## config.mk

```make
export PLATFORM = sky130hd
export DESIGN_NAME = can_irq_flag_mask
export DESIGN_NICKNAME = d
export VERILOG_FILES = /design/src/can_irq_pkg.sv /design/src/can_irq_flag_mask.sv /design/src/can_mailbox_track.sv
export VERILOG_INCLUDE_DIRS = /design/src
export SDC_FILE = /design/constraint.sdc
export NUM_CORES = 1
export LEC_CHECK = 0
export BUFFER_PORTS_ARGS = -buffer_cell sky130_fd_sc_hd__buf_2
export CAP_MARGIN = 10
export CORE_MARGIN = 4
export CORE_UTILIZATION = 45
export CTS_BUF_LIST = sky130_fd_sc_hd__clkbuf_8
export DETAILED_ROUTE_END_ITERATION = 7
export PLACE_DENSITY = 0.78
export SYNTH_ARGS = -nofsm -noshare
export SYNTH_HDL_FRONTEND = slang
export SYNTH_SLANG_ARGS = --single-unit
```

## constraint.sdc

```tcl
create_clock -name pclk -period 2.46 [get_ports pclk]
set_clock_uncertainty 0.2 [all_clocks]
set_input_delay 0.246 -clock pclk [delete_from_list [all_inputs] [get_ports pclk]]
set_output_delay 0.246 -clock pclk [all_outputs]
set_load 0.01 [all_outputs]
```

## src/can_irq_defines.svh

```systemverilog
`ifndef CAN_IRQ_DEFINES_SVH
`define CAN_IRQ_DEFINES_SVH

// register byte offsets on the apb window
`define OFS_FLAG        12'h000
`define OFS_MBX_MASK    12'h004
`define OFS_SRC_MASK    12'h008
`define OFS_UNREAD      12'h00c

// reset values
`define MBX_MASK_RST    16'hffff
`define SRC_MASK_RST    16'hffff
`define FLAG_RST_DONE   1'h1

// source mask layout: writable bits, bits that always read as one
`define SRC_WR_BITS     16'hfe13
`define SRC_ONE_BITS    16'h00ec

// flag register bit positions
`define FB_OVERLOAD     15
`define FB_BUS_OFF      14
`define FB_ERR_PASSIVE  13
`define FB_RX_WARN      12
`define FB_TX_WARN      11
`define FB_REMOTE_REQ   10
`define FB_RX_MSG       9
`define FB_RESET_DONE   8
`define FB_BUS_ACT      4
`define FB_UNREAD       1
`define FB_MBX_EMPTY    0

`endif

```

## src/can_irq_pkg.sv

```systemverilog
`default_nettype none

package can_irq_pkg;

    // apb slave phase, one-hot
    typedef enum logic [1:0] {
        PH_IDLE = 2'b01,
        PH_ACK  = 2'b10
    } apb_phase_type;

    // all state of the flag and mask block
    typedef struct packed {
        apb_phase_type phase;
        logic [31:0]   prdata;
        logic          pslverr;
        logic [15:0]   mbx_mask;
        logic [15:0]   src_mask;
        logic          rx_msg_flag;
        logic          mbx_empty_flag;
        logic          bus_act_flag;
        logic          reset_done_flag;
        logic          unread_flag;
        logic          ovr_line;
        logic          ers_line;
        logic          rm_line;
        logic          sle_line;
    } irq_state_type;

    // all state of the per-mailbox tracker, mailbox order (bit n = mailbox n)
    typedef struct packed {
        logic [15:0] rxc_prev;
        logic [15:0] unread;
        logic [15:0] src_evt;
    } track_state_type;

    // register layout puts mailboxes 7..0 in bits 15..8 and 15..8 in bits 7..0
    function automatic logic [15:0] swap_bytes(input logic [15:0] v);
        swap_bytes = {v[7:0], v[15:8]};
    endfunction : swap_bytes

endpackage : can_irq_pkg

`default_nettype wire

```

## src/can_irq_flag_mask.sv

```systemverilog
//
// Behaviour
// - unread flag sets whenever any unread status bit is set
// - unread flag clears only when all unread bits clear; writes ignored
// - mailbox-empty flag sets when a transmit-wait bit ends by completion or abort
// - mailbox-empty flag clears only on a write of one
// - 16-bit mailbox mask, resets to all ones, bytes swapped against mailbox number
// - mailbox mask bit zero lets that mailbox request through, one blocks it
// - transmit mailbox source is transmit-wait clearing at end or cancel
// - receive mailbox source is receive-complete bit rising at reception end
// - 16-bit source mask, writable bits reset to one; reset flag has none
// - bit 15 gates overload-frame flag onto the overrun line
// - bits 14, 13 gate bus-off and error-passive onto error status line
// - bits 12, 11, 10 gate rx warn, tx warn, remote request onto overrun line
// - bit 9 gates receive-message flag onto its own line
// - bit 4 gates the bus-activity flag onto the overrun line
// - bit 1 gates the unread flag onto the overrun line
// - bit 0 gates the mailbox-empty flag onto its own line
// - source mask bits 7..5, 3, 2 read one; software writes one
// - source mask bit 8 reads zero; software writes zero
// - receive-message flag sets on reception in a mailbox with mask zero
// - unread bit sets when a message arrives before receive-complete clears
// - reset flag sets after reset completes, unmaskable, cleared by writing one
//
// The APB slave port and the register addresses were chosen for this implementation.
`include "can_irq_defines.svh"

`default_nettype none

module can_irq_flag_mask (
    // clock and reset
    input  wire logic        pclk,
    input  wire logic        presetn,
    input  wire logic        ce,
    // apb slave
    input  wire logic        psel,
    input  wire logic        penable,
    input  wire logic        pwrite,
    input  wire logic [11:0] paddr,
    input  wire logic [31:0] pwdata,
    output logic      [31:0] prdata,
    output logic             pready,
    output logic             pslverr,
    // mailbox events from the transmit and receive logic, mailbox order
    input  wire logic [15:0] tx_end_evt,
    input  wire logic [15:0] rx_arrive,
    input  wire logic [15:0] receive_complete_bits,
    // status flags kept by the protocol engine
    input  wire logic        overload_frame_flag,
    input  wire logic        bus_off_flag,
    input  wire logic        error_passive_flag,
    input  wire logic        rx_overload_warn_flag,
    input  wire logic        tx_overload_warn_flag,
    input  wire logic        remote_request_flag,
    input  wire logic        bus_activity_set,
    input  wire logic        reset_done_set,
    // interrupt request lines and per-mailbox sources
    output logic             overrun_irq_line,
    output logic             error_status_irq_line,
    output logic             rx_message_irq_line,
    output logic             mailbox_empty_irq_line,
    output logic      [15:0] mailbox_src_evt
);

    can_irq_pkg::irq_state_type st_ff;
    can_irq_pkg::irq_state_type nxt_st;

    logic [15:0] rx_edge;
    logic [15:0] unread_status_bits;
    logic [15:0] unread_clr;
    logic [15:0] mask_mbx;
    logic [15:0] flag_view;
    logic [15:0] src_view;
    logic [31:0] rd_word;
    logic        rd_miss;
    logic        acc;
    logic        commit;
    logic        wr_flag;
    logic        wr_mbx;
    logic        wr_src;
    logic        wr_unread;

    // mailbox-order mask, shared with the tracker
    assign mask_mbx = can_irq_pkg::swap_bytes(st_ff.mbx_mask);

    // write strobes fire only at the edge where pready is seen high
    assign acc       = psel && penable;
    assign commit    = acc && (st_ff.phase == can_irq_pkg::PH_ACK);
    assign wr_flag   = commit && pwrite && (paddr == `OFS_FLAG);
    assign wr_mbx    = commit && pwrite && (paddr == `OFS_MBX_MASK);
    assign wr_src    = commit && pwrite && (paddr == `OFS_SRC_MASK);
    assign wr_unread = commit && pwrite && (paddr == `OFS_UNREAD);
    assign unread_clr = wr_unread ? can_irq_pkg::swap_bytes(pwdata[15:0]) : 16'h0000;

    can_mailbox_track u_track (
        .pclk                  (pclk),
        .presetn               (presetn),
        .ce                    (ce),
        .tx_end_evt            (tx_end_evt),
        .rx_arrive             (rx_arrive),
        .receive_complete_bits (receive_complete_bits),
        .mask_mbx              (mask_mbx),
        .unread_clr            (unread_clr),
        .rx_edge               (rx_edge),
        .unread_status_bits    (unread_status_bits),
        .mailbox_src_evt       (mailbox_src_evt)
    );

    // readable views of the flag register and the source mask
    always_comb begin
        flag_view                  = 16'h0000;
        flag_view[`FB_OVERLOAD]    = overload_frame_flag;
        flag_view[`FB_BUS_OFF]     = bus_off_flag;
        flag_view[`FB_ERR_PASSIVE] = error_passive_flag;
        flag_view[`FB_RX_WARN]     = rx_overload_warn_flag;
        flag_view[`FB_TX_WARN]     = tx_overload_warn_flag;
        flag_view[`FB_REMOTE_REQ]  = remote_request_flag;
        flag_view[`FB_RX_MSG]      = st_ff.rx_msg_flag;
        flag_view[`FB_RESET_DONE]  = st_ff.reset_done_flag;
        flag_view[`FB_BUS_ACT]     = st_ff.bus_act_flag;
        flag_view[`FB_UNREAD]      = st_ff.unread_flag;
        flag_view[`FB_MBX_EMPTY]   = st_ff.mbx_empty_flag;
        // reserved bits are not stored, so they cannot drift from their fixed value
        src_view = (st_ff.src_mask & `SRC_WR_BITS) | `SRC_ONE_BITS;
    end

    // read mux; unmapped addresses answer zero with an error
    always_comb begin
        rd_word = 32'h0000_0000;
        rd_miss = 1'b0;
        unique case (paddr)
            `OFS_FLAG:     rd_word = {16'h0000, flag_view};
            `OFS_MBX_MASK: rd_word = {16'h0000, st_ff.mbx_mask};
            `OFS_SRC_MASK: rd_word = {16'h0000, src_view};
            `OFS_UNREAD:   rd_word = {16'h0000, can_irq_pkg::swap_bytes(unread_status_bits)};
            default:       rd_miss = 1'b1;
        endcase
    end

    // next state of the slave, the flags, the masks and the lines
    always_comb begin
        nxt_st = st_ff;

        // apb: first access cycle samples the answer, second one completes
        unique case (st_ff.phase)
            can_irq_pkg::PH_IDLE: begin
                if (acc) begin
                    nxt_st.phase   = can_irq_pkg::PH_ACK;
                    nxt_st.prdata  = pwrite ? 32'h0000_0000 : rd_word;
                    nxt_st.pslverr = rd_miss;
                end
            end
            can_irq_pkg::PH_ACK: begin
                nxt_st.phase = can_irq_pkg::PH_IDLE;
            end
            default: begin
                nxt_st.phase = can_irq_pkg::PH_IDLE;
            end
        endcase

        // masks; reserved source bits are dropped on write
        if (wr_mbx) begin
            nxt_st.mbx_mask = pwdata[15:0];
        end
        if (wr_src) begin
            nxt_st.src_mask = pwdata[15:0] & `SRC_WR_BITS;
        end

        // unread flag only mirrors the status bits, a write cannot touch it
        nxt_st.unread_flag = |unread_status_bits;

        // receive message flag; clears once every receive-complete bit is gone
        if (receive_complete_bits == 16'h0000) begin
            nxt_st.rx_msg_flag = 1'b0;
        end
        if (|(rx_edge & ~mask_mbx)) begin
            nxt_st.rx_msg_flag = 1'b1;
        end

        // write-one-to-clear flags; a set in the same cycle wins
        if (wr_flag && pwdata[`FB_MBX_EMPTY]) begin
            nxt_st.mbx_empty_flag = 1'b0;
        end
        if (|tx_end_evt) begin
            nxt_st.mbx_empty_flag = 1'b1;
        end
        if (wr_flag && pwdata[`FB_BUS_ACT]) begin
            nxt_st.bus_act_flag = 1'b0;
        end
        if (bus_activity_set) begin
            nxt_st.bus_act_flag = 1'b1;
        end
        if (wr_flag && pwdata[`FB_RESET_DONE]) begin
            nxt_st.reset_done_flag = 1'b0;
        end
        if (reset_done_set) begin
            nxt_st.reset_done_flag = 1'b1;
        end

        // request lines from current flags and masks, one clock behind a mask write
        nxt_st.ovr_line = (overload_frame_flag   && !st_ff.src_mask[`FB_OVERLOAD])
                       || (rx_overload_warn_flag && !st_ff.src_mask[`FB_RX_WARN])
                       || (tx_overload_warn_flag && !st_ff.src_mask[`FB_TX_WARN])
                       || (remote_request_flag   && !st_ff.src_mask[`FB_REMOTE_REQ])
                       || (st_ff.bus_act_flag    && !st_ff.src_mask[`FB_BUS_ACT])
                       || (st_ff.unread_flag     && !st_ff.src_mask[`FB_UNREAD])
                       || st_ff.reset_done_flag;
        nxt_st.ers_line = (bus_off_flag       && !st_ff.src_mask[`FB_BUS_OFF])
                       || (error_passive_flag && !st_ff.src_mask[`FB_ERR_PASSIVE]);
        nxt_st.rm_line  = st_ff.rx_msg_flag    && !st_ff.src_mask[`FB_RX_MSG];
        nxt_st.sle_line = st_ff.mbx_empty_flag && !st_ff.src_mask[`FB_MBX_EMPTY];
    end

    // state register; every mask starts set, the reset flag starts set
    always_ff @(posedge pclk or negedge presetn) begin
        if (!presetn) begin
            st_ff                 <= '0;
            st_ff.phase           <= can_irq_pkg::PH_IDLE;
            st_ff.mbx_mask        <= `MBX_MASK_RST;
            st_ff.src_mask        <= `SRC_MASK_RST & `SRC_WR_BITS;
            st_ff.reset_done_flag <= `FLAG_RST_DONE;
        end else if (ce) begin
            st_ff <= nxt_st;
        end
    end

    // outputs
    assign prdata                 = st_ff.prdata;
    assign pslverr                = st_ff.pslverr && (st_ff.phase == can_irq_pkg::PH_ACK);
    assign pready                 = (st_ff.phase == can_irq_pkg::PH_ACK);
    assign overrun_irq_line       = st_ff.ovr_line;
    assign error_status_irq_line  = st_ff.ers_line;
    assign rx_message_irq_line    = st_ff.rm_line;
    assign mailbox_empty_irq_line = st_ff.sle_line;
endmodule : can_irq_flag_mask

`default_nettype wire

```

## src/can_mailbox_track.sv

```systemverilog
`default_nettype none

module can_mailbox_track (
    // clock and reset
    input  wire logic        pclk,
    input  wire logic        presetn,
    input  wire logic        ce,
    // mailbox events, mailbox order
    input  wire logic [15:0] tx_end_evt,
    input  wire logic [15:0] rx_arrive,
    input  wire logic [15:0] receive_complete_bits,
    input  wire logic [15:0] mask_mbx,
    input  wire logic [15:0] unread_clr,
    // results, mailbox order
    output logic      [15:0] rx_edge,
    output logic      [15:0] unread_status_bits,
    output logic      [15:0] mailbox_src_evt
);

    can_irq_pkg::track_state_type st_ff;
    can_irq_pkg::track_state_type nxt_st;

    // reception end is the rising edge of the receive-complete bit
    assign rx_edge            = receive_complete_bits & ~st_ff.rxc_prev;
    assign unread_status_bits = st_ff.unread;
    assign mailbox_src_evt    = st_ff.src_evt;

    // next state; a new arrival beats a software clear of the same bit
    always_comb begin
        nxt_st          = st_ff;
        nxt_st.rxc_prev = receive_complete_bits;
        nxt_st.unread   = (st_ff.unread & ~unread_clr) | (rx_arrive & receive_complete_bits);
        nxt_st.src_evt  = (tx_end_evt | rx_edge) & ~mask_mbx;
    end

    // state register, frozen while ce is low
    always_ff @(posedge pclk or negedge presetn) begin
        if (!presetn) begin
            st_ff <= '0;
        end else if (ce) begin
            st_ff <= nxt_st;
        end
    end
endmodule : can_mailbox_track

`default_nettype wire

```

==> summary.txt <==
Status
  – Status: completed

Die
  – Initial Utilization: 0.4652
  – Die Y: 114.3 µm
  – I/O pins: 160
  – Row cnt: 38
  – Die ar.: 13070 µm²
  – Chip width: 114.3 µm
  – Core Area: 10940 µm²

Routing
  – Vias: 4375
  – Routed len/inst: 19.26 µm
  – Final ANT Viol Nets: 0
  – # DRC: 0
  – Drt first pass iters: 5
  – 1st-iter DRT viols: 291
  – Total Wirelength: 14870 µm
  – Via-per-instance ratio: 5.667

Timing
  – Post-layout min period: 2.419 ns
  – Final setup viols: 0
  – Worst-Margin Slew: 0.5460 ns
  – Setup_tns: 0 ns
  – Worst setup margin: 0.04060 ns
  – RSZ-0062 raised after global routing: no
  – Final Max Slew Viols: 0
  – Final hold vios: 0
  – Final period util: 0.9835
  – Slew headroom: 0.6360
  – F_max: 413.3 MHz

Synth
  – Largest cells by area after synthesis: dfrtp_1, dfstp_2, buf_4
  – Syn Std Cell Area: 5087 µm²
  – EDFF count, synth: 0
  – Cell taking the most area after synthesis: dfrtp_1
  – Synth Area per Inst: 10.99 µm²
  – Cell variety after synth: 43
  – Synth warn: 0
  – Synth Instances: 463
  – Commonest cells post-synth: dfrtp_1, buf_4, nand2_1
  – Register area share after synthesis: 0.5086
  – #FFs+latches synth: 102
  – Async S/R FF share, synth: 1.000
  – Most used DFF post-synth: dfrtp_1
  – Share of the synthesized area in the top cell type: 0.3640
  – Most frequent cell after synthesis: dfrtp_1

CTS
  – CTS clk-pin slew, worst paths: 0.10 ns
  – CTS tree: built
  – Setup Fix Bufs, Post-CTS: 0
  – Root Driver: clkbuf_8
  – Maximum clock path buffer count: 2
  – Clock Sinks: 102
  – Hold-fix buffers, CTS: 67
  – Skew-Pair Late Insertion Delay: 0.37 ns
  – # H-tree levels: 3
  – CTS buffer count: 9
  – # resized after CTS: 0

Setup path
  – Data arrival, critical path: 2.48 ns
  – Element type at the critical path start: input port
  – Setup CP Type: in2reg
  – Worst EP required: 2.52 ns
  – Reg2Reg Setup Slack: 0.13 ns
  – Crit-path max FO: 14
  – Setup crit end kind: register

Power and ir drop
  – Total power: 3.555 mW
  – Power Density: 541.9 nW/µm²
  – Int Power: 2.650 mW
  – Switching share of power: 0.2544
  – Seq pwr share: 0.500
  – Clk pwr share: 0.361
  – Pleak: 2.933 nW
  – Peak VDD IR: 0.3132 mV
  – Gate power share: 0.140
  – Net Sw Power: 904.3 µW

GRT
  – Initial antenna violation count: 0
  – Largest net degree at the start of global routing: 56
  – First-pass GRT wire length: 23160 µm
  – Total track usage: 0.2295
  – Vias in the first global route: 4417
  – Remaining Overflow, GRT: 0

Flow run
  – Max-cap check violation count: 0

Placed design
  – DP Worst Slack: 0.07198 ns
  – Port Buffers: 127
  – Final GP Congestion: 0.8897
  – DP Wirelength: 10950 µm

Cells and area
  – Fin nets: 733
  – Layout cell share with drive strength beyond 1: 0.3592
  – Antenna cell count: 0
  – Area delta synth->final: 28.95%

Worst hold path
  – Hold crit path type: in2reg
==> sequential cells by signal, indices dropped and copies added, names as in the netlist <==
name,cells
mask_mbx,16
prdata,16
u_track.mailbox_src_evt,16
u_track.st_ff,16
u_track.unread_status_bits,16
src_view,10
flag_view,5
st_ff,3
error_status_irq_line,1
mailbox_empty_irq_line,1
overrun_irq_line,1
rx_message_irq_line,1
==> cell type report <==
| class | count | area, µm² |
|---|---|---|
| Tap cell | 140 | 175.2 |
| Timing Repair Buffer | 211 | 1451 |
| Fill cell | 889 | 4375 |
| Sequential cell | 102 | 2587 |
| Multi-Input combinational cell | 278 | 2007 |
| Inverter | 25 | 93.84 |
| Clock buffer | 9 | 123.9 |
| Clock inverter | 7 | 121.4 |
==> worst max-delay path, stage by stage <==
cell and delay, ns:
buf_2 0.10, or4_4 0.53, nor4_4 0.22, buf_4 0.22, buf_4 0.24, nand4_1 0.13
a32o_1 0.22, dlygate4sd3_1 0.55
==> cells by family (layout without fill, tap and decap cells) <==
logic type | count (synthesis) | in the layout | synth area share
and+or+nand+nor | 124 | 124 | 0.1409
DFF | 102 | 102 | 0.5086
AOI/OAI and AO/OA | 101 | 101 | 0.1380
buffers and inverters | 98 | 252 | 0.1080
muxes | 37 | 37 | 0.1038
other | 1 | 16 | 0.0007371
==> power by group through the flow <==
stage | Clock (mW) | Sequential (mW) | Combinational, mW
2_1_floorplan | 0 | 1.80 | 0.245
3_3_place_gp | 0 | 1.80 | 0.407
3_5_place_dp | 0 | 1.81 | 0.417
4_1_cts | 1.29 | 1.78 | 0.493
5_1_grt | 1.36 | 1.78 | 0.547
6_report | 1.28 | 1.78 | 0.496
==> per-layer routing <==
layer / share of wire / GRT usage
met2: 0.50 / 0.3852
met1: 0.39 / 0.2946
met3: 0.089 / 0.04440
met4: 0.026 / 0.08789
met5: 0 / 0
==> final timing paths <==
path                               startpoint                            end  depth (start not counted)
worst min register to register      prdata[8]                      prdata[8]                          2
worst max register to register      st_ff[74]  u_track.unread_status_bits[2]                          6
min in group asynchronous             presetn                      st_ff[41]                          2
worst max-delay path                 paddr[7]  u_track.unread_status_bits[2]                          8
worst min-delay path            tx_end_evt[4]     u_track.mailbox_src_evt[4]                          3
max in group asynchronous             presetn                    src_view[4]                          3
==> through the flow <==
stage               utilization  hold WS [ns]  cell area, µm²  cells
floorplan                     -       -0.2496            5144    478
global placement         0.5152      -0.03718            5634    688
detailed placement       0.5152      -0.02721            5634    688
CTS                      0.5990     0.0002657            6550    771
global route             0.5999       0.02677            6560    772
finish                   0.5999      0.006429            6560    772
==> cell usage in the layout (no fill, tap or decap), types with 21 or more instances in the layout <==
cell             n
dfstp_2         28
dlygate4sd3_1   68
mux2_2          26
nand2_1         40
inv_1           24
o21ai_0         22
buf_2          126
nand4_1         22
o31ai_1         21
a21oi_1         23
dfrtp_1         74
(Power assumes the default switching activity.)
